==> config.mk <==
export PLATFORM = sky130hd
export DESIGN_NAME = ldst_exec
export DESIGN_NICKNAME = d
export VERILOG_FILES = /design/src/inc/ldst_pkg.sv /design/src/inc/pick_if.sv /design/src/core/reglist_pick.sv /design/src/core/ldst_exec.sv
export SDC_FILE = /design/constraint.sdc
export NUM_CORES = 1
export LEC_CHECK = 0
export ABC_AREA = 0
export BUFFER_PORTS_ARGS = -buffer_cell sky130_fd_sc_hd__buf_2
export CELL_PAD_IN_SITES_DETAIL_PLACEMENT = 0
export CELL_PAD_IN_SITES_GLOBAL_PLACEMENT = 1
export CORE_MARGIN = 8
export CORE_UTILIZATION = 40
export CTS_CLUSTER_SIZE = 8
export DETAILED_ROUTE_END_ITERATION = 10
export PLACE_DENSITY = 0.94
export SLEW_MARGIN = 5
export SYNTH_ARGS = -nofsm -noshare
export SYNTH_HDL_FRONTEND = slang
export SYNTH_SLANG_ARGS = --single-unit
==> constraint.sdc <==
create_clock -name ref_clk -period 9.5 [get_ports ref_clk]
set_input_delay 0.95 -clock ref_clk [delete_from_list [all_inputs] [get_ports ref_clk]]
set_output_delay 0.95 -clock ref_clk [all_outputs]
set_load 0.02 [all_outputs]
==> src/inc/ldst_pkg.sv <==
// Shared constants and types for the load and store execution unit.
package ldst_pkg;
   // ---------------------------------------------------------------
   // Register numbers and address arithmetic
   // ---------------------------------------------------------------
   localparam logic [3:0] REG_SP = 4'hd;
   localparam logic [3:0] REG_LR = 4'he;
   localparam logic [3:0] REG_PC = 4'hf;
   localparam int NUM_REGS = 16;
   localparam logic [31:0] WORD_BYTES = 32'h0000_0004;
   localparam logic [31:0] PC_PIPE_OFFSET = 32'h0000_0004;
   localparam logic [31:0] WORD_ALIGN_MASK = 32'hffff_fffc;
   localparam logic [31:0] HALF_ALIGN_MASK = 32'hffff_fffe;
   localparam logic signed [31:0] SINGLE_OFFSET_MAX = 32'sd4095;
   localparam logic signed [31:0] DUAL_OFFSET_MAX = 32'sd1020;
   localparam int BYTE_MSB = 7;
   localparam int HALF_MSB = 15;
   // ---------------------------------------------------------------
   // Operations, sizes, addressing modes and states
   // ---------------------------------------------------------------
   typedef enum logic [1:0] {
      OP_LOAD_REGISTER = 2'h0,
      OP_LOAD_DUAL_WORDS = 2'h1,
      OP_LOAD_MULTIPLE = 2'h2,
      OP_STORE_MULTIPLE = 2'h3
   } op_t;
   typedef enum logic [2:0] {
      SIZE_WORD = 3'h0,
      SIZE_BYTE_U = 3'h1,
      SIZE_BYTE_S = 3'h2,
      SIZE_HALF_U = 3'h3,
      SIZE_HALF_S = 3'h4
   } size_t;
   typedef enum logic [2:0] {
      MODE_DEFAULT = 3'h0,
      MODE_INCREMENT_AFTER = 3'h1,
      MODE_DECREMENT_BEFORE = 3'h2,
      MODE_FULL_DESCENDING_POP = 3'h3,
      MODE_EMPTY_ASCENDING_POP = 3'h4,
      MODE_EMPTY_ASCENDING_PUSH = 3'h5,
      MODE_FULL_DESCENDING_PUSH = 3'h6
   } mode_t;
   localparam logic [1:0] MEM_BYTE = 2'h0;
   localparam logic [1:0] MEM_HALF = 2'h1;
   localparam logic [1:0] MEM_WORD = 2'h2;
   typedef enum logic [4:0] {
      ST_IDLE = 5'h01,
      ST_PICK = 5'h02,
      ST_READ = 5'h04,
      ST_ACCESS = 5'h08,
      ST_DONE = 5'h10
   } state_t;
endpackage

==> src/inc/pick_if.sv <==
// Carrier between the sequencer and the register list picker.
`timescale 1ns/1ps
interface pick_if;
   logic [15:0] mask;
   logic from_top;
   logic [3:0] idx;
   logic any;
   modport user (output mask, output from_top, input idx, input any);
   modport picker (input mask, input from_top, output idx, output any);
endinterface

==> src/core/reglist_pick.sv <==
// Picks the lowest or highest remaining register of a transfer list.
`timescale 1ns/1ps
module reglist_pick (
   pick_if.picker pk
);
   // ---------------------------------------------------------------
   // Priority chains, one stage per register
   // ---------------------------------------------------------------
   logic [3:0] lo [0:16];
   logic [3:0] hi [0:16];
   assign lo[16] = 4'h0;
   assign hi[0] = 4'h0;
   genvar i;
   generate
      for (i = 0; i < 16; i = i + 1) begin : g_chain
         assign lo[i] = pk.mask[i] ? 4'(i) : lo[i + 1];
         assign hi[i + 1] = pk.mask[i] ? 4'(i) : hi[i];
      end
   endgenerate
   assign pk.idx = pk.from_top ? hi[16] : lo[0];
   assign pk.any = |pk.mask;
endmodule

==> src/core/ldst_exec.sv <==
// Execution unit for PC-relative loads and load/store multiple.
`timescale 1ns/1ps
module ldst_exec (
   input wire logic ref_clk,
   input wire logic sys_rst,
   input wire logic cmd_valid,
   output logic cmd_ready,
   input wire ldst_pkg::op_t cmd_op,
   input wire ldst_pkg::size_t cmd_size,
   input wire ldst_pkg::mode_t cmd_mode,
   input wire logic cmd_writeback,
   input wire logic cmd_by_label,
   input wire logic [31:0] cmd_operand,
   input wire logic [31:0] cmd_pc,
   input wire logic [3:0] cmd_target_reg,
   input wire logic [3:0] cmd_second_target_reg,
   input wire logic [3:0] cmd_base_reg,
   input wire logic [31:0] cmd_base_val,
   input wire logic [15:0] cmd_reg_list,
   output logic cmd_error,
   output logic done,
   output logic [3:0] rf_rd_addr,
   input wire logic [31:0] rf_rd_data,
   output logic rf_wr_en,
   output logic [3:0] rf_wr_addr,
   output logic [31:0] rf_wr_data,
   output logic flags_wr_en,
   output logic branch_valid,
   output logic [31:0] branch_addr,
   output logic branch_fault,
   output logic mem_req,
   output logic mem_we,
   output logic [31:0] mem_addr,
   output logic [1:0] mem_size,
   output logic [31:0] mem_wdata,
   input wire logic mem_ack,
   input wire logic [31:0] mem_rdata
);
   // ---------------------------------------------------------------
   // State and held command
   // ---------------------------------------------------------------
   ldst_pkg::state_t st;
   ldst_pkg::state_t next_st;
   ldst_pkg::op_t op_q;
   ldst_pkg::size_t size_q;
   logic decr_q;
   logic wb_q;
   logic dual_second_q;
   logic [3:0] base_reg_q;
   logic [3:0] target_q;
   logic [3:0] second_q;
   logic [15:0] mask_q;
   logic [31:0] addr_q;
   logic [31:0] start_q;
   pick_if pk ();
   reglist_pick u_pick (.pk(pk));

   // ---------------------------------------------------------------
   // Decode and address selection
   // ---------------------------------------------------------------
   wire take = cmd_valid && cmd_ready;
   wire take_multi = cmd_op == ldst_pkg::OP_LOAD_MULTIPLE || cmd_op == ldst_pkg::OP_STORE_MULTIPLE;
   wire take_dual = cmd_op == ldst_pkg::OP_LOAD_DUAL_WORDS;
   wire ldst_pkg::size_t take_size = cmd_op == ldst_pkg::OP_LOAD_REGISTER ? cmd_size
      : ldst_pkg::SIZE_WORD;
   wire decr_sel = cmd_mode == ldst_pkg::MODE_DECREMENT_BEFORE
      || cmd_mode == ldst_pkg::MODE_EMPTY_ASCENDING_POP
      || cmd_mode == ldst_pkg::MODE_FULL_DESCENDING_PUSH;
   wire [31:0] pc_base = (cmd_pc & ldst_pkg::WORD_ALIGN_MASK)
      + ldst_pkg::PC_PIPE_OFFSET;
   wire [31:0] pcrel_addr = cmd_by_label ? cmd_operand : pc_base + cmd_operand;
   wire signed [31:0] pcrel_off = $signed(pcrel_addr - pc_base);
   wire signed [31:0] off_lim = take_dual ? ldst_pkg::DUAL_OFFSET_MAX
      : ldst_pkg::SINGLE_OFFSET_MAX;
   wire range_ok = take_multi
      || (pcrel_off <= off_lim && pcrel_off >= -off_lim);
   wire [31:0] first_addr = take_multi ? cmd_base_val : pcrel_addr;
   wire is_multi = op_q == ldst_pkg::OP_LOAD_MULTIPLE || op_q == ldst_pkg::OP_STORE_MULTIPLE;
   wire is_store = op_q == ldst_pkg::OP_STORE_MULTIPLE;
   wire [31:0] next_addr = decr_q ? addr_q - ldst_pkg::WORD_BYTES
      : addr_q + ldst_pkg::WORD_BYTES;
   wire [3:0] single_idx = dual_second_q ? second_q : target_q;
   wire [3:0] pick_idx = is_multi ? pk.idx : single_idx;
   wire more = is_multi ? (mask_q != 16'h0000)
      : (op_q == ldst_pkg::OP_LOAD_DUAL_WORDS && !dual_second_q);
   wire [1:0] access_size = (is_multi || size_q == ldst_pkg::SIZE_WORD) ? ldst_pkg::MEM_WORD
      : (size_q == ldst_pkg::SIZE_BYTE_U || size_q == ldst_pkg::SIZE_BYTE_S) ? ldst_pkg::MEM_BYTE
      : ldst_pkg::MEM_HALF;
   assign pk.mask = mask_q;
   assign pk.from_top = decr_q;

   // ---------------------------------------------------------------
   // Load data extension
   // ---------------------------------------------------------------
   wire [31:0] byte_z = {24'h00_0000, mem_rdata[ldst_pkg::BYTE_MSB:0]};
   wire [31:0] byte_s = {{24{mem_rdata[ldst_pkg::BYTE_MSB]}}, mem_rdata[ldst_pkg::BYTE_MSB:0]};
   wire [31:0] half_z = {16'h0000, mem_rdata[ldst_pkg::HALF_MSB:0]};
   wire [31:0] half_s = {{16{mem_rdata[ldst_pkg::HALF_MSB]}}, mem_rdata[ldst_pkg::HALF_MSB:0]};
   wire [31:0] load_ext = is_multi ? mem_rdata
      : size_q == ldst_pkg::SIZE_BYTE_U ? byte_z
      : size_q == ldst_pkg::SIZE_BYTE_S ? byte_s
      : size_q == ldst_pkg::SIZE_HALF_U ? half_z
      : size_q == ldst_pkg::SIZE_HALF_S ? half_s : mem_rdata;
   wire load_to_pc = rf_rd_addr == ldst_pkg::REG_PC;

   // ---------------------------------------------------------------
   // Sequencer
   // ---------------------------------------------------------------
   always_comb begin
      next_st = st;
      unique case (st)
         ldst_pkg::ST_IDLE: if (take && range_ok) next_st = ldst_pkg::ST_PICK;
         ldst_pkg::ST_PICK: next_st = ldst_pkg::ST_READ;
         ldst_pkg::ST_READ: next_st = ldst_pkg::ST_ACCESS;
         ldst_pkg::ST_ACCESS: if (mem_ack) next_st = more ? ldst_pkg::ST_PICK : ldst_pkg::ST_DONE;
         ldst_pkg::ST_DONE: next_st = ldst_pkg::ST_IDLE;
      endcase
   end

   always_ff @(posedge ref_clk) begin
      if (sys_rst) begin
         st <= ldst_pkg::ST_IDLE;
         cmd_ready <= 1'b0;
      end else begin
         st <= next_st;
         cmd_ready <= next_st == ldst_pkg::ST_IDLE;
      end
   end

   always_ff @(posedge ref_clk) begin
      if (sys_rst) begin
         op_q <= ldst_pkg::OP_LOAD_REGISTER;
         size_q <= ldst_pkg::SIZE_WORD;
         decr_q <= 1'b0;
         wb_q <= 1'b0;
         base_reg_q <= 4'h0;
         target_q <= 4'h0;
         second_q <= 4'h0;
         start_q <= 32'h0000_0000;
      end else if (take && range_ok) begin
         op_q <= cmd_op;
         size_q <= take_size;
         decr_q <= take_multi && decr_sel;
         wb_q <= take_multi && cmd_writeback;
         base_reg_q <= cmd_base_reg;
         target_q <= cmd_target_reg;
         second_q <= cmd_second_target_reg;
         start_q <= first_addr;
      end
   end

   always_ff @(posedge ref_clk) begin
      if (sys_rst) begin
         mask_q <= 16'h0000;
         addr_q <= 32'h0000_0000;
         dual_second_q <= 1'b0;
         rf_rd_addr <= 4'h0;
      end else if (take && range_ok) begin
         mask_q <= cmd_reg_list;
         addr_q <= first_addr;
         dual_second_q <= 1'b0;
      end else if (st == ldst_pkg::ST_PICK) begin
         rf_rd_addr <= pick_idx;
         if (is_multi) mask_q[pk.idx] <= 1'b0;
      end else if (st == ldst_pkg::ST_ACCESS && mem_ack && more) begin
         addr_q <= next_addr;
         dual_second_q <= 1'b1;
      end
   end

   // ---------------------------------------------------------------
   // Memory side
   // ---------------------------------------------------------------
   always_ff @(posedge ref_clk) begin
      if (sys_rst) begin
         mem_req <= 1'b0;
         mem_we <= 1'b0;
         mem_addr <= 32'h0000_0000;
         mem_size <= ldst_pkg::MEM_WORD;
         mem_wdata <= 32'h0000_0000;
      end else if (st == ldst_pkg::ST_READ) begin
         mem_req <= 1'b1;
         mem_we <= is_store;
         mem_addr <= addr_q;
         mem_size <= access_size;
         mem_wdata <= rf_rd_data;
      end else if (st == ldst_pkg::ST_ACCESS && mem_ack) begin
         mem_req <= 1'b0;
         mem_we <= 1'b0;
      end
   end

   // ---------------------------------------------------------------
   // Register file, branch and status side
   // ---------------------------------------------------------------
   always_ff @(posedge ref_clk) begin
      if (sys_rst) begin
         rf_wr_en <= 1'b0;
         rf_wr_addr <= 4'h0;
         rf_wr_data <= 32'h0000_0000;
         branch_valid <= 1'b0;
         branch_addr <= 32'h0000_0000;
         branch_fault <= 1'b0;
         flags_wr_en <= 1'b0;
         cmd_error <= 1'b0;
         done <= 1'b0;
      end else begin
         rf_wr_en <= 1'b0;
         branch_valid <= 1'b0;
         flags_wr_en <= 1'b0;
         cmd_error <= take && !range_ok;
         done <= st == ldst_pkg::ST_DONE;
         if (st == ldst_pkg::ST_ACCESS && mem_ack && !is_store) begin
            if (load_to_pc) begin
               branch_valid <= 1'b1;
               branch_addr <= mem_rdata & ldst_pkg::HALF_ALIGN_MASK;
               branch_fault <= !mem_rdata[0];
            end else begin
               rf_wr_en <= 1'b1;
               rf_wr_addr <= rf_rd_addr;
               rf_wr_data <= load_ext;
            end
         end else if (st == ldst_pkg::ST_DONE && wb_q) begin
            rf_wr_en <= 1'b1;
            rf_wr_addr <= base_reg_q;
            rf_wr_data <= mem_addr;
         end
      end
   end

   logic [31:0] prev_addr;
   logic seen_access;
   always_ff @(posedge ref_clk) begin
      if (sys_rst || st == ldst_pkg::ST_IDLE) begin
         seen_access <= 1'b0;
         prev_addr <= 32'h0000_0000;
      end else if (st == ldst_pkg::ST_READ) begin
         seen_access <= 1'b1;
         prev_addr <= addr_q;
      end
   end
endmodule

-- Word-level counts from Yosys, hierarchy flattened
Cells that the tools add are included.
- add/sub/neg operators: 6
- multiplexer cells: 72
- equality and inequality tests: 22
- magnitude comparators: 4
- bitwise gates (word level): 5
- reduce and logical (&&, ||, !) cells: 39
- operators with widths (kind ; number):
    32-bit 2-to-1 mux ; 14
    4-bit 2-to-1 mux ; 36
    32-bit by 3-bit adder with 32-bit output (second input constant) ; 2
    16-bit 2-to-1 mux ; 3
    32-bit adder ; 1
    32-bit >= comparator ; 1
    32-bit by 13-bit <= comparator with 1-bit output ; 1
    12-bit negator with 32-bit output ; 1
    32-bit by 3-bit subtractor with 32-bit output (second input constant) ; 1
    32-bit subtractor ; 1
    5-bit one-hot mux with 5 select lines ; 1
    16-bit AND ; 1
    16-bit inverter ; 1
    16-bit nonzero test ; 1
    5-bit 2-to-1 mux ; 3
    1-bit logical AND ; 12
    12-bit 2-to-1 mux ; 1
    2-bit AND reduction ; 6
    1-bit 2-to-1 mux ; 11
    5-bit by 1-bit == test with 1-bit output (second input constant) ; 2
    2-bit nonzero test ; 5
    3-bit by 2-bit == test with 1-bit output (second input constant) ; 3
    3-bit == test (second input constant) ; 3
    2-bit == test (second input constant) ; 4
    other kinds (19) ; 33
- register bits: 218
- word-level logic and storage cells: 174
- output and inout port bits: 147

-- Depth between registers and ports, before layout
Gate-level depths: netlist of the first run.
- depth in word-level cells: 26
- gate-level depth with buffers: 34

-- Hierarchy
A second synthesis of the first run with hierarchy kept.
- cell total of the unflattened synthesis: 2126
- area, all modules: 15640.0 um2
- by module, submodules not included (module ; area an instance (um2) ; cells each ; times used):
    ldst_exec ; 15327.2 ; 2071 ; 1
    reglist_pick ; 312.8 ; 55 ; 1

-- Worst setup path before layout of the first run
No wires, ideal clock.
- path kind: input -> register
- from: input port cmd_pc[2]
- to: register st[0]
- data arrival time: 7.448 ns
- required time: 9.380 ns
- library setup time: 0.120 ns
- cell stages on the path: 33
- slack: 1.932 ns
- path through: ha_1 > and3_1 > nand3_1 > nor2_1 > nand3_1 > xnor2_1 > ha_1 > clkbuf_1 > and4_1 > and3_1 > a211o_1 > a31oi_1 > o21ai_0 > a21o_1 > a21oi_1 > xnor2_1 > nand2_1 > nand2_1 > ha_1 > and2_1 > a21o_1 > a221o_1 > and3_1 > mux2_2 > or3_1 > or4_1 > nor4_1 > nand4b_1 > mux2i_1 > o21ai_1 > buf_2 > buf_6 > a211o_1
- word-level cells in the longest chain between the ends: 10
- ends and longest elaborated chain (element ; RTL line ; text):
    from (decl) ; ldst_exec.sv:14 ; input wire logic [31:0] cmd_pc,
    32-bit by 3-bit adder with 32-bit output * ; ldst_exec.sv:70 ; + ldst_pkg::PC_PIPE_OFFSET;
    32-bit adder ; ldst_exec.sv:71 ; wire [31:0] pcrel_addr = cmd_by_label ? cmd_operand : pc_base + cmd_operand;
    32-bit 2-to-1 mux ; ldst_exec.sv:71 ;
    32-bit subtractor * ; ldst_exec.sv:72 ; wire signed [31:0] pcrel_off = $signed(pcrel_addr - pc_base);
    32-bit by 13-bit <= comparator with 1-bit output / 32-bit >= comparator (equally long branches) ; ldst_exec.sv:76 ; || (pcrel_off <= off_lim && pcrel_off >= -off_lim);
    1-bit logical AND * ; ldst_exec.sv:76 ;
    1-bit logical OR * ; ldst_exec.sv:76 ;
    1-bit logical AND * ; ldst_exec.sv:112 ; ldst_pkg::ST_IDLE: if (take && range_ok) next_st = ldst_pkg::ST_PICK;
    5-bit 2-to-1 mux * ; ldst_exec.sv:112 ;
    5-bit one-hot mux with 5 select lines * ; ldst_exec.sv:111 ; unique case (st)
    to (signal assigned) ; ldst_exec.sv:122 ; st <= ldst_pkg::ST_IDLE;
    to (signal assigned) ; ldst_exec.sv:125 ; st <= next_st;
    to (decl) ; ldst_exec.sv:42 ; ldst_pkg::state_t st;
Every way passes the cells marked *; elsewhere a longest branch is shown, timed or not.
A chain may end at the register's enable or synchronous reset.

-- Worst setup path in the final report of the first run
- from: input port cmd_pc[5]
- to: register addr_q[30]
- word-level cells in the longest chain between the ends: 10
- ends and longest elaborated chain (element ; RTL line ; text):
    32-bit by 3-bit adder with 32-bit output * ; ldst_exec.sv:70 ;
    32-bit adder ; ldst_exec.sv:71 ;
    32-bit 2-to-1 mux ; ldst_exec.sv:71 ;
    32-bit subtractor ; ldst_exec.sv:72 ;
    32-bit by 13-bit <= comparator with 1-bit output / 32-bit >= comparator (equally long branches) ; ldst_exec.sv:76 ;
    1-bit logical AND ; ldst_exec.sv:76 ;
    1-bit logical OR ; ldst_exec.sv:76 ;
    1-bit logical AND ; ldst_exec.sv:158 ; end else if (take && range_ok) begin
    2-bit inequality test (no line) / 2-bit nonzero test (equally long branches) ; n/a ;
    2-bit AND reduction (no line) ; n/a ;
    to (signal assigned) ; ldst_exec.sv:160 ; addr_q <= first_addr;
    to (signal assigned) ; ldst_exec.sv:166 ; addr_q <= next_addr;
    to (decl) ; ldst_exec.sv:53 ; logic [31:0] addr_q;
Marked as above.

==> flow_metrics.py, run 1 <==
metrics = {
    "sta": {
        "slew_headroom_pct": 19.3,
        "worst_slew_pin_slew_ps": 1210,
        "rsz0062_at_grt": "no",
        "finalCriticalPeriod_ps": 8250,
        "maxSlewViolCount": 0,
        "hold_ws_ps": 448,
        "hold_violations": 0,
        "skew_ps": 21.9,
        "fin_ws_ps": 1250,
        "max_freq_mhz": 121,
        "finalCritPeriodShare_pct": 86.8,
        "finalSetupTns_ps": 0,
        "setup_viol": 0,
    },
    "placement": {
        "dp_hpwl_mm": 42.7,
        "io_buffers": 344,
        "gp_congestion": 0.917,
        "pre_cts_ws_ps": 693,
    },
    "grt": {
        "grt_pass1_vias": 15200,
        "antenna_found_initial": 2,
        "overflow": 0,
        "grt_max_degree": 125,
        "grt_pass1_wl_mm": 83.4,
        "track_usage_pct": 22.8,
    },
    "yosys": {
        "synth_seq_area_share_pct": 28.7,
        "syn_inst": 2084,
        "synth_flop_cell": "dfxtp_1",
        "ys_types": 79,
        "async_flop_share_pct": 0,
        "avgSynthCellArea_um2": 7.30,
        "ys_ff_latch": 218,
        "synth_warnings": 0,
        "synth_edf_count": 0,
        "syn_area_mm2": 0.0152,
    },
    "clock_tree": {
        "ctsHtreeMaxLevel": 1,
        "postCtsSetupBuffers": 0,
        "clk_pin_slew_ps": 50,
        "cts_buffers": 31,
        "cts.repair.resized": 0,
        "insertion_delay_ps": 550,
        "cts_tree": "done",
        "cts_buffer_depth": 3,
        "clock-sinks": 218,
        "hold_buffers": 0,
        "root_buffer": "clkbuf_16",
    },
    "hold_path": {
        "worst_hold_path.endpoint": "branch_addr[11]$_SDFFE_PP0P_",
        "hold_depth": 2,
        "hold_start": "branch_addr[11]$_SDFFE_PP0P_",
        "hold_class": "register to register",
    },
    "final_layout": {
        "regArea_mm2": 0.00436,
        "final_core_utilization_pct": 48.3,
        "multi_input_area_mm2": 0.0101,
        "area_growth_pct": 19.4,
        "final_common_cell": "nand2_1",
        "final_layout_size_suffix_gt1_share_pct": 18.2,
        "nets": 2668,
        "mostFrequentLayoutCells": "nand2_1, buf_2, a21oi_1, dfxtp_1, nor2_1",
        "n_fill_cell": 3823,
    },
    "pwr": {
        "p_leak_nw": 7.76,
        "power_density_mw_per_mm2": 143,
        "ir_drop_uv": 108,
    },
    "setup_path": {
        "worst_ep_required_time_ps": 9890,
        "r2r.worst_path.cells": 16,
        "crit_top_cell": "and3_1",
        "critPathSlowestCell": "a211oi_1",
        "cpPeakStageDelay_ps": 580,
        "path_class": "input port to register",
        "path_max_fanout": 9,
        "crit_path_end_kind": "register",
        "timing.rr.end": "addr_q[30]$_SDFFE_PP0P_",
        "rrSetupSlack_ps": 5470,
        "worstPathArrival_ps": 8640,
        "cp-start-kind": "input port",
        "r2r-start": "decr_q$_SDFFE_PP0N_",
    },
    "route": {
        "drtAntennaViolNets": 0,
        "viasPerCell": 5.57,
        "drc": 0,
        "drtIter0Drc": 1208,
        "via_count": 16000,
        "wire_per_inst_um": 18.8,
        "drt_wl_total_mm": 54.0,
        "first_pass_iters": 8,
    },
    "die": {
        "die_height_um": 211,
        "initial_utilization_pct": 40.5,
        "dieArea_mm2": 0.0445,
        "num_rows": 71,
        "chipWidth_um": 211,
        "pin_count": 349,
        "core_area_mm2": 0.0376,
    },
    "status": {
        "status": "finished, final reports clean",
    },
    "job": {
        "cap_violations": 0,
    },
}
[per-layer routing]
| metal | global-route usage (%) | part of all wire [%] |
|---|---|---|
| met5 | 0 | 0.020 |
| met4 | 5.43 | 2.2 |
| met3 | 2.89 | 6.9 |
| met2 | 39.3 | 47 |
| met1 | 30.0 | 43 |
[worst max path at each step]
stage | startpoint | endpoint | slack (ps) | cells past startpoint
finish | cmd_pc[5] | addr_q[30]$_SDFFE_PP0P_ | 1250 | 34
global route | cmd_pc[5] | mask_q[6]$_SDFFE_PP0P_ | 650 | 35
CTS | cmd_pc[5] | addr_q[5]$_SDFFE_PP0P_ | 1240 | 34
detailed placement | cmd_pc[5] | mask_q[4]$_SDFFE_PP0P_ | 690 | 35
global placement | cmd_pc[5] | addr_q[30]$_SDFFE_PP0P_ | 670 | 34
floorplan | cmd_pc[2] | st[0]$_SDFF_PP1_ | 1930 | 33
[cell families (layout without fill, tap and decap cells)]
family | Yosys count | in the layout | synth area share (%)
muxes | 34 | 34 | 2.30
buffers and inverters | 192 | 474 | 5.00
xor gates and xnor gates | 101 | 101 | 5.82
adders and majority gates | 100 | 100 | 8.38
AOI/OAI and AO/OA | 645 | 645 | 26.8
other | 1 | 3 | 0.0247
and+or+nand+nor | 793 | 793 | 23.0
DFF | 218 | 218 | 28.7
[state kept, by name, summed over array words and instances (netlist names), 2 cells and up]
register,flops
second_q,4
size_q,3
mask_q,16
rf_wr_data,32
mem_addr,32
st,5
addr_q,32
rf_rd_addr,4
target_q,4
mem_size,2
rf_wr_addr,4
mem_wdata,32
op_q,2
branch_addr,31
base_reg_q,4
[layout make-up]
type,count,share of cell area [%]
diodes,1,0.0138
multi-input cells,1675,55.8
inverters,71,1.47
repair buffers,369,10.7
well taps,511,3.52
clock inverters,2,0.152
flip-flops and latches,218,24.0
clock buffers,32,4.29
[where the power goes]
group / total [mW] / switching [mW] / leakage [nW] / internal (mW)
sequential: 0.945 / 0.0153 / 1.76 / 0.930
clock: 0.949 / 0.378 / 0.393 / 0.571
combinational: 0.705 / 0.429 / 5.60 / 0.277
[critical path: cells and delay by family]
kind / cells / cell delay (ps)
buffers and inverters: 2 / 320
AO/OA/AOI/OAI: 10 / 2640
multiplexers: 2 / 560
AND/OR/NAND/NOR: 16 / 3270
adder cells (fa/ha/maj): 2 / 600
XOR/XNOR: 2 / 290
[synth_stat cells (all sizes together) (17+ instances only)]
library cell / count / area, um2
o21bai: 17 / 128
nand2b: 20 / 125
nor2b: 19 / 119
dfxtp: 218 / 4360
a21o: 33 / 248
nor2: 143 / 537
mux2i: 30 / 300
o211ai: 60 / 450
o21a: 21 / 158
xnor2: 55 / 482
nor3: 31 / 155
nand3: 45 / 225
xor2: 46 / 403
and3: 25 / 156
a211oi: 44 / 330
ha: 97 / 1210
a311oi: 22 / 193
nand4: 18 / 113
buf: 20 / 115
nand2: 420 / 1580
clkbuf: 101 / 379
inv: 70 / 263
a21oi: 282 / 1430
o21ai: 81 / 405
[metrics by stage]
step / instances / power, mW / instance area (um2)
final: 2879 / 2.60 / 18200
after global placement: 2844 / 1.65 / 17300
after floorplan: 2085 / 1.45 / 15200
after global routing: 2879 / 2.73 / 18200
after detailed placement: 2844 / 1.66 / 17300
after CTS: 2878 / 2.61 / 18200
Note: power is estimated with default switching activity, not from simulation.
==> run 2, diff against run 1 <==
REMOVE_ABC_BUFFERS = 1   (was unset)
==> flow_metrics.py, run 2 (synthesized netlist as in run 1, its figures left out) <==
metrics = {
    "final_layout": {
        "final_layout_size_suffix_gt1_share_pct": 18.0,
        "n_fill_cell": 3805,
        "multi_input_area_mm2": 0.0101,
        "area_growth_pct": 19.2,
        "regArea_mm2": 0.00436,
        "final_common_cell": "nand2_1",
        "finalInstanceArea_mm2": 0.0181,
        "nets": 2662,
        "mostFrequentLayoutCells": "nand2_1, buf_2, a21oi_1, dfxtp_1, nor2_1",
        "final_core_utilization_pct": 48.2,
    },
    "job": {
        "cap_violations": 0,
    },
    "clock_tree": {
        "root_buffer": "clkbuf_16",
        "cts.repair.resized": 0,
        "cts_tree": "done",
        "ctsHtreeMaxLevel": 1,
        "postCtsSetupBuffers": 0,
        "cts_buffers": 31,
        "insertion_delay_ps": 560,
        "hold_buffers": 0,
        "clk_pin_slew_ps": 50,
        "clock-sinks": 218,
        "cts_buffer_depth": 3,
    },
    "setup_path": {
        "path_max_fanout": 51,
        "cp-start-kind": "input port",
        "cpPeakStageDelay_ps": 490,
        "cpLargestDelayFamily": "simple AND/OR/NAND/NOR gates",
        "crit_path_end_kind": "register",
        "critPathSlowestCell": "a2111o_1",
        "worst_ep_required_time_ps": 9920,
        "rrSetupSlack_ps": 5290,
        "path_class": "input port to register",
        "path_buf_inv": 2,
        "worstPathArrival_ps": 8580,
    },
    "route": {
        "viasPerCell": 5.52,
        "drt_wl_total_mm": 50.9,
        "drtAntennaViolNets": 0,
        "drtIter0Drc": 1130,
        "wire_per_inst_um": 17.7,
        "first_pass_iters": 6,
        "via_count": 15900,
        "drc": 0,
    },
    "placement": {
        "gp_congestion": 0.915,
        "place_area_mm2": 0.0173,
        "io_buffers": 344,
        "dp_hpwl_mm": 39.6,
        "pre_cts_ws_ps": 785,
    },
    "grt": {
        "grt_pass1_wl_mm": 79.8,
        "antenna_found_initial": 10,
        "overflow": 0,
        "grt_pass1_vias": 15200,
        "grt_max_degree": 127,
        "track_usage_pct": 21.5,
    },
    "sta": {
        "hold_violations": 0,
        "max_freq_mhz": 123,
        "slew_headroom_pct": 18.2,
        "skew_ps": 24.4,
        "worst_slew_pin_slew_ps": 1230,
        "rsz0062_at_grt": "no",
        "hold_ws_ps": 448,
        "finalCritPeriodShare_pct": 85.9,
        "finalCriticalPeriod_ps": 8160,
        "maxSlewViolCount": 0,
        "setup_viol": 0,
        "fin_ws_ps": 1340,
    },
    "die": {
        "pin_count": 349,
        "die_height_um": 211,
        "num_rows": 71,
        "initial_utilization_pct": 40.5,
        "chipWidth_um": 211,
        "core_area_mm2": 0.0376,
        "dieArea_mm2": 0.0445,
    },
    "status": {
        "status": "finished, final reports clean",
    },
    "pwr": {
        "ir_drop_uv": 107,
        "p_total_mw": 2.58,
        "p_leak_nw": 7.72,
        "power_density_mw_per_mm2": 142,
    },
    "hold_path": {
        "hold_class": "register to register",
    },
}
-- run 2: cell count changes in the layout (fill, tap and decap cells not counted) --
cell     previous run  this run
buf_4              23        17
diode_2             1        10
inv_16              1         0
inv_6               0         1
nor2_2              1         0
nor2_4              0         1
-- run 2: worst paths after layout --
path / start / endpoint / cells after the start
max reg2reg: decr_q$_SDFFE_PP0N_ / addr_q[30]$_SDFFE_PP0P_ / 16
max: cmd_pc[2] / cmd_ready$_SDFF_PP0_ / 33
min reg2reg: mem_wdata[31]$_SDFFE_PP0P_ / mem_wdata[31]$_SDFFE_PP0P_ / 2
min: mem_wdata[31]$_SDFFE_PP0P_ / mem_wdata[31]$_SDFFE_PP0P_ / 2
-- run 2: power breakdown --
| part | switching [mW] | total (mW) | internal [mW] |
|---|---|---|---|
| logic | 0.411 | 0.686 | 0.275 |
| clock network | 0.379 | 0.946 | 0.568 |
| registers | 0.0152 | 0.945 | 0.930 |
| total | 0.805 | 2.58 | 1.77 |
-- run 2: cell type report --
type,instances,area share (%)
Multi-Input combinational cell,1675,55.9
Sequential cell,218,24.1
Timing Repair Buffer,363,10.5
Clock buffer,32,4.30
Tap cell,511,3.53
Inverter,71,1.47
Antenna cell,10,0.138
Clock inverter,2,0.0897
-- run 2: through the flow --
step / std cells / setup TNS, ps
floorplan: 1964 / -91.5
global placement: 2838 / 0
detailed placement: 2838 / 0
CTS: 2872 / 0
global route: 2882 / 0
finish: 2882 / 0
-- run 2: per-layer routing --
layer  GRT usage (%)  vias up  part of all wire (%)
met1            28.4     7387                    44
li1                -     7948                     -
met2            36.1      496                    47
met5               0        -                     0
met4            7.67        0                   2.6
met3            2.42       81                   5.9
-- run 2: worst register-to-register path, cell delays in order, from the launching register on --
cell and delay [ps]:
dfxtp_1 420, buf_4 420, inv_1 150, fa_1 470, nor2b_1 200, o21a_1 150
o21ai_0 180, a211o_1 340, a21boi_0 290, o21ai_0 270, o211ai_1 330, nor4_1 90
nor3_1 200, a21oi_1 130, xnor2_1 150, nand2_1 70, a311oi_1 260
==> run 3, diff against run 2 <==
CAP_MARGIN = 20   (was unset)
PLACE_DENSITY = unset   (was 0.94)
PLACE_DENSITY_LB_ADDON = 0.1   (was unset)
==> flow_metrics.py, run 3 (synthesized netlist as in run 1, its figures left out) <==
metrics = {
    "status": {
        "status": "finished, final reports clean",
    },
    "setup_path": {
        "r2r-start": "decr_q$_SDFFE_PP0N_",
        "timing.rr.end": "addr_q[30]$_SDFFE_PP0P_",
        "crit_path_end_kind": "register",
        "r2r.worst_path.cells": 15,
        "cp-start-kind": "input port",
        "worstPathArrival_ps": 8530,
        "critPathSlowestCell": "or4_1",
        "cpLargestDelayFamily": "simple AND/OR/NAND/NOR gates",
        "path_class": "input port to register",
        "worst_ep_required_time_ps": 9960,
        "path_buf_inv": 3,
        "path_max_fanout": 52,
        "cpPeakStageDelay_ps": 480,
        "rrSetupSlack_ps": 5550,
    },
    "hold_path": {
        "hold_depth": 2,
        "hold_class": "register to register",
        "worst_hold_path.endpoint": "branch_addr[27]$_SDFFE_PP0P_",
        "hold_start": "branch_addr[27]$_SDFFE_PP0P_",
    },
    "sta": {
        "rsz0062_at_grt": "no",
        "slew_headroom_pct": 28.7,
        "setup_viol": 0,
        "fin_ws_ps": 1430,
        "hold_violations": 0,
        "finalCriticalPeriod_ps": 8070,
        "maxSlewViolCount": 0,
        "finalSetupTns_ps": 0,
        "skew_ps": 31.5,
        "max_freq_mhz": 124,
        "worst_slew_pin_slew_ps": 1070,
        "finalCritPeriodShare_pct": 84.9,
    },
    "placement": {
        "io_buffers": 344,
        "pre_cts_ws_ps": 858,
        "dp_hpwl_mm": 39.5,
        "place_area_mm2": 0.0173,
        "place_inst": 2842,
        "gp_congestion": 0.870,
    },
    "pwr": {
        "p_leak_nw": 7.76,
        "p_total_mw": 2.63,
        "power.switching_mw": 0.819,
        "p_int_mw": 1.81,
        "switching_share_pct": 31.2,
        "ir_drop_uv": 141,
        "pwr-share-clk_pct": 37.5,
        "pwr-share-comb_pct": 26.5,
        "p_seq_share_pct": 36.0,
        "power_density_mw_per_mm2": 145,
    },
    "route": {
        "via_count": 15600,
        "drtIter0Drc": 938,
        "drtAntennaViolNets": 0,
        "drc": 0,
        "viasPerCell": 5.42,
        "drt_wl_total_mm": 51.3,
        "met3WireLength_mm": 2.96,
        "wire_per_inst_um": 17.8,
        "wl_met1_mm": 24.2,
        "first_pass_iters": 5,
        "highest_layer": "met4",
        "dr_wl_met2_mm": 23.4,
    },
    "die": {
        "initial_utilization_pct": 40.5,
        "num_rows": 71,
        "dieArea_mm2": 0.0445,
        "chipWidth_um": 211,
        "pin_count": 349,
        "core_area_mm2": 0.0376,
        "die_height_um": 211,
    },
    "final_layout": {
        "final_common_cell": "nand2_1",
        "n_fill_cell": 3909,
        "area_growth_pct": 19.4,
        "mostFrequentLayoutCells": "nand2_1, buf_2, a21oi_1, dfxtp_1, nor2_1",
        "nets": 2666,
        "final_layout_size_suffix_gt1_share_pct": 18.2,
        "finalInstanceArea_mm2": 0.0182,
        "instances_no_fill": 2877,
    },
    "clock_tree": {
        "clk_pin_slew_ps": 50,
        "ctsHtreeMaxLevel": 1,
        "clock-sinks": 218,
        "insertion_delay_ps": 570,
        "root_buffer": "clkbuf_16",
        "hold_buffers": 0,
        "cts.repair.resized": 0,
        "cts_tree": "done",
        "postCtsSetupBuffers": 0,
        "cts_buffers": 31,
        "cts_buffer_depth": 3,
    },
    "job": {
        "cap_violations": 0,
    },
    "grt": {
        "grt_max_degree": 126,
        "track_usage_pct": 21.9,
        "antenna_found_initial": 1,
        "grt_pass1_vias": 14900,
        "grt_pass1_wl_mm": 80.7,
        "overflow": 0,
    },
}
==> run 3: cell count changes in the layout (fill, tap and decap cells not counted), sizes merged <==
cell,previous run,this run
buf,363,367
diode,10,1
clkinvlp,1,0
bufinv,0,1
==> run 3: how the worst max path moves through the flow <==
stage / endpoint / startpoint / depth (start not counted)
final: addr_q[31]$_SDFFE_PP0P_ / cmd_pc[2] / 32
after global routing: cmd_ready$_SDFF_PP0_ / cmd_pc[2] / 30
after CTS: addr_q[31]$_SDFFE_PP0P_ / cmd_pc[2] / 32
after detailed placement: addr_q[5]$_SDFFE_PP0P_ / cmd_pc[2] / 32
after global placement: addr_q[31]$_SDFFE_PP0P_ / cmd_pc[2] / 34
after floorplan: addr_q[26]$_SDFFE_PP0P_ / cmd_pc[2] / 28
==> run 3: power groups by stage <==
stage	sequential, mW	clock (mW)	combinational [mW]
detailed placement	0.963	0	0.687
global placement	0.963	0	0.681
CTS	0.945	1.01	0.691
finish	0.945	0.986	0.696
floorplan	0.958	0	0.471
global route	0.946	1.05	0.776
==> run 3: worst register-to-register path: stages (launching register included) <==
cell      delay [ps]
dfxtp_1          580
inv_1            130
fa_1             450
nor2b_1          160
o21a_1           150
o21ai_0          160
a211o_1          320
a21boi_0         360
o21ai_0          310
o211ai_1         350
nor4_1            80
nor3_1           200
a21oi_1          100
xnor2_1          170
nand2_1           80
a311oi_1         250
==> run 3: cell type report <==
cell class | instances | area [um2] | area share (%)
antenna | 1 | 2.50 | 0.0138
clock inverter | 2 | 38.8 | 0.214
timing repair buffer | 367 | 1930 | 10.6
sequential | 218 | 4360 | 24.0
inverter | 71 | 267 | 1.47
multi-input combinational | 1675 | 10100 | 55.8
tap | 511 | 639 | 3.52
clock buffer | 32 | 790 | 4.35
==> run 3: stage by stage <==
step,hold WS (ps),utilization [%]
finish,447,48.3
global route,460,48.3
CTS,450,48.3
detailed placement,443,46.1
global placement,439,46.1
floorplan,426,-
==> run 3: routing by layer <==
metal / vias up / global-route usage (%)
met5: - / 0
met4: 0 / 4.56
met2: 431 / 35.8
li1: 7947 / -
met1: 7150 / 30.4
met3: 53 / 2.91
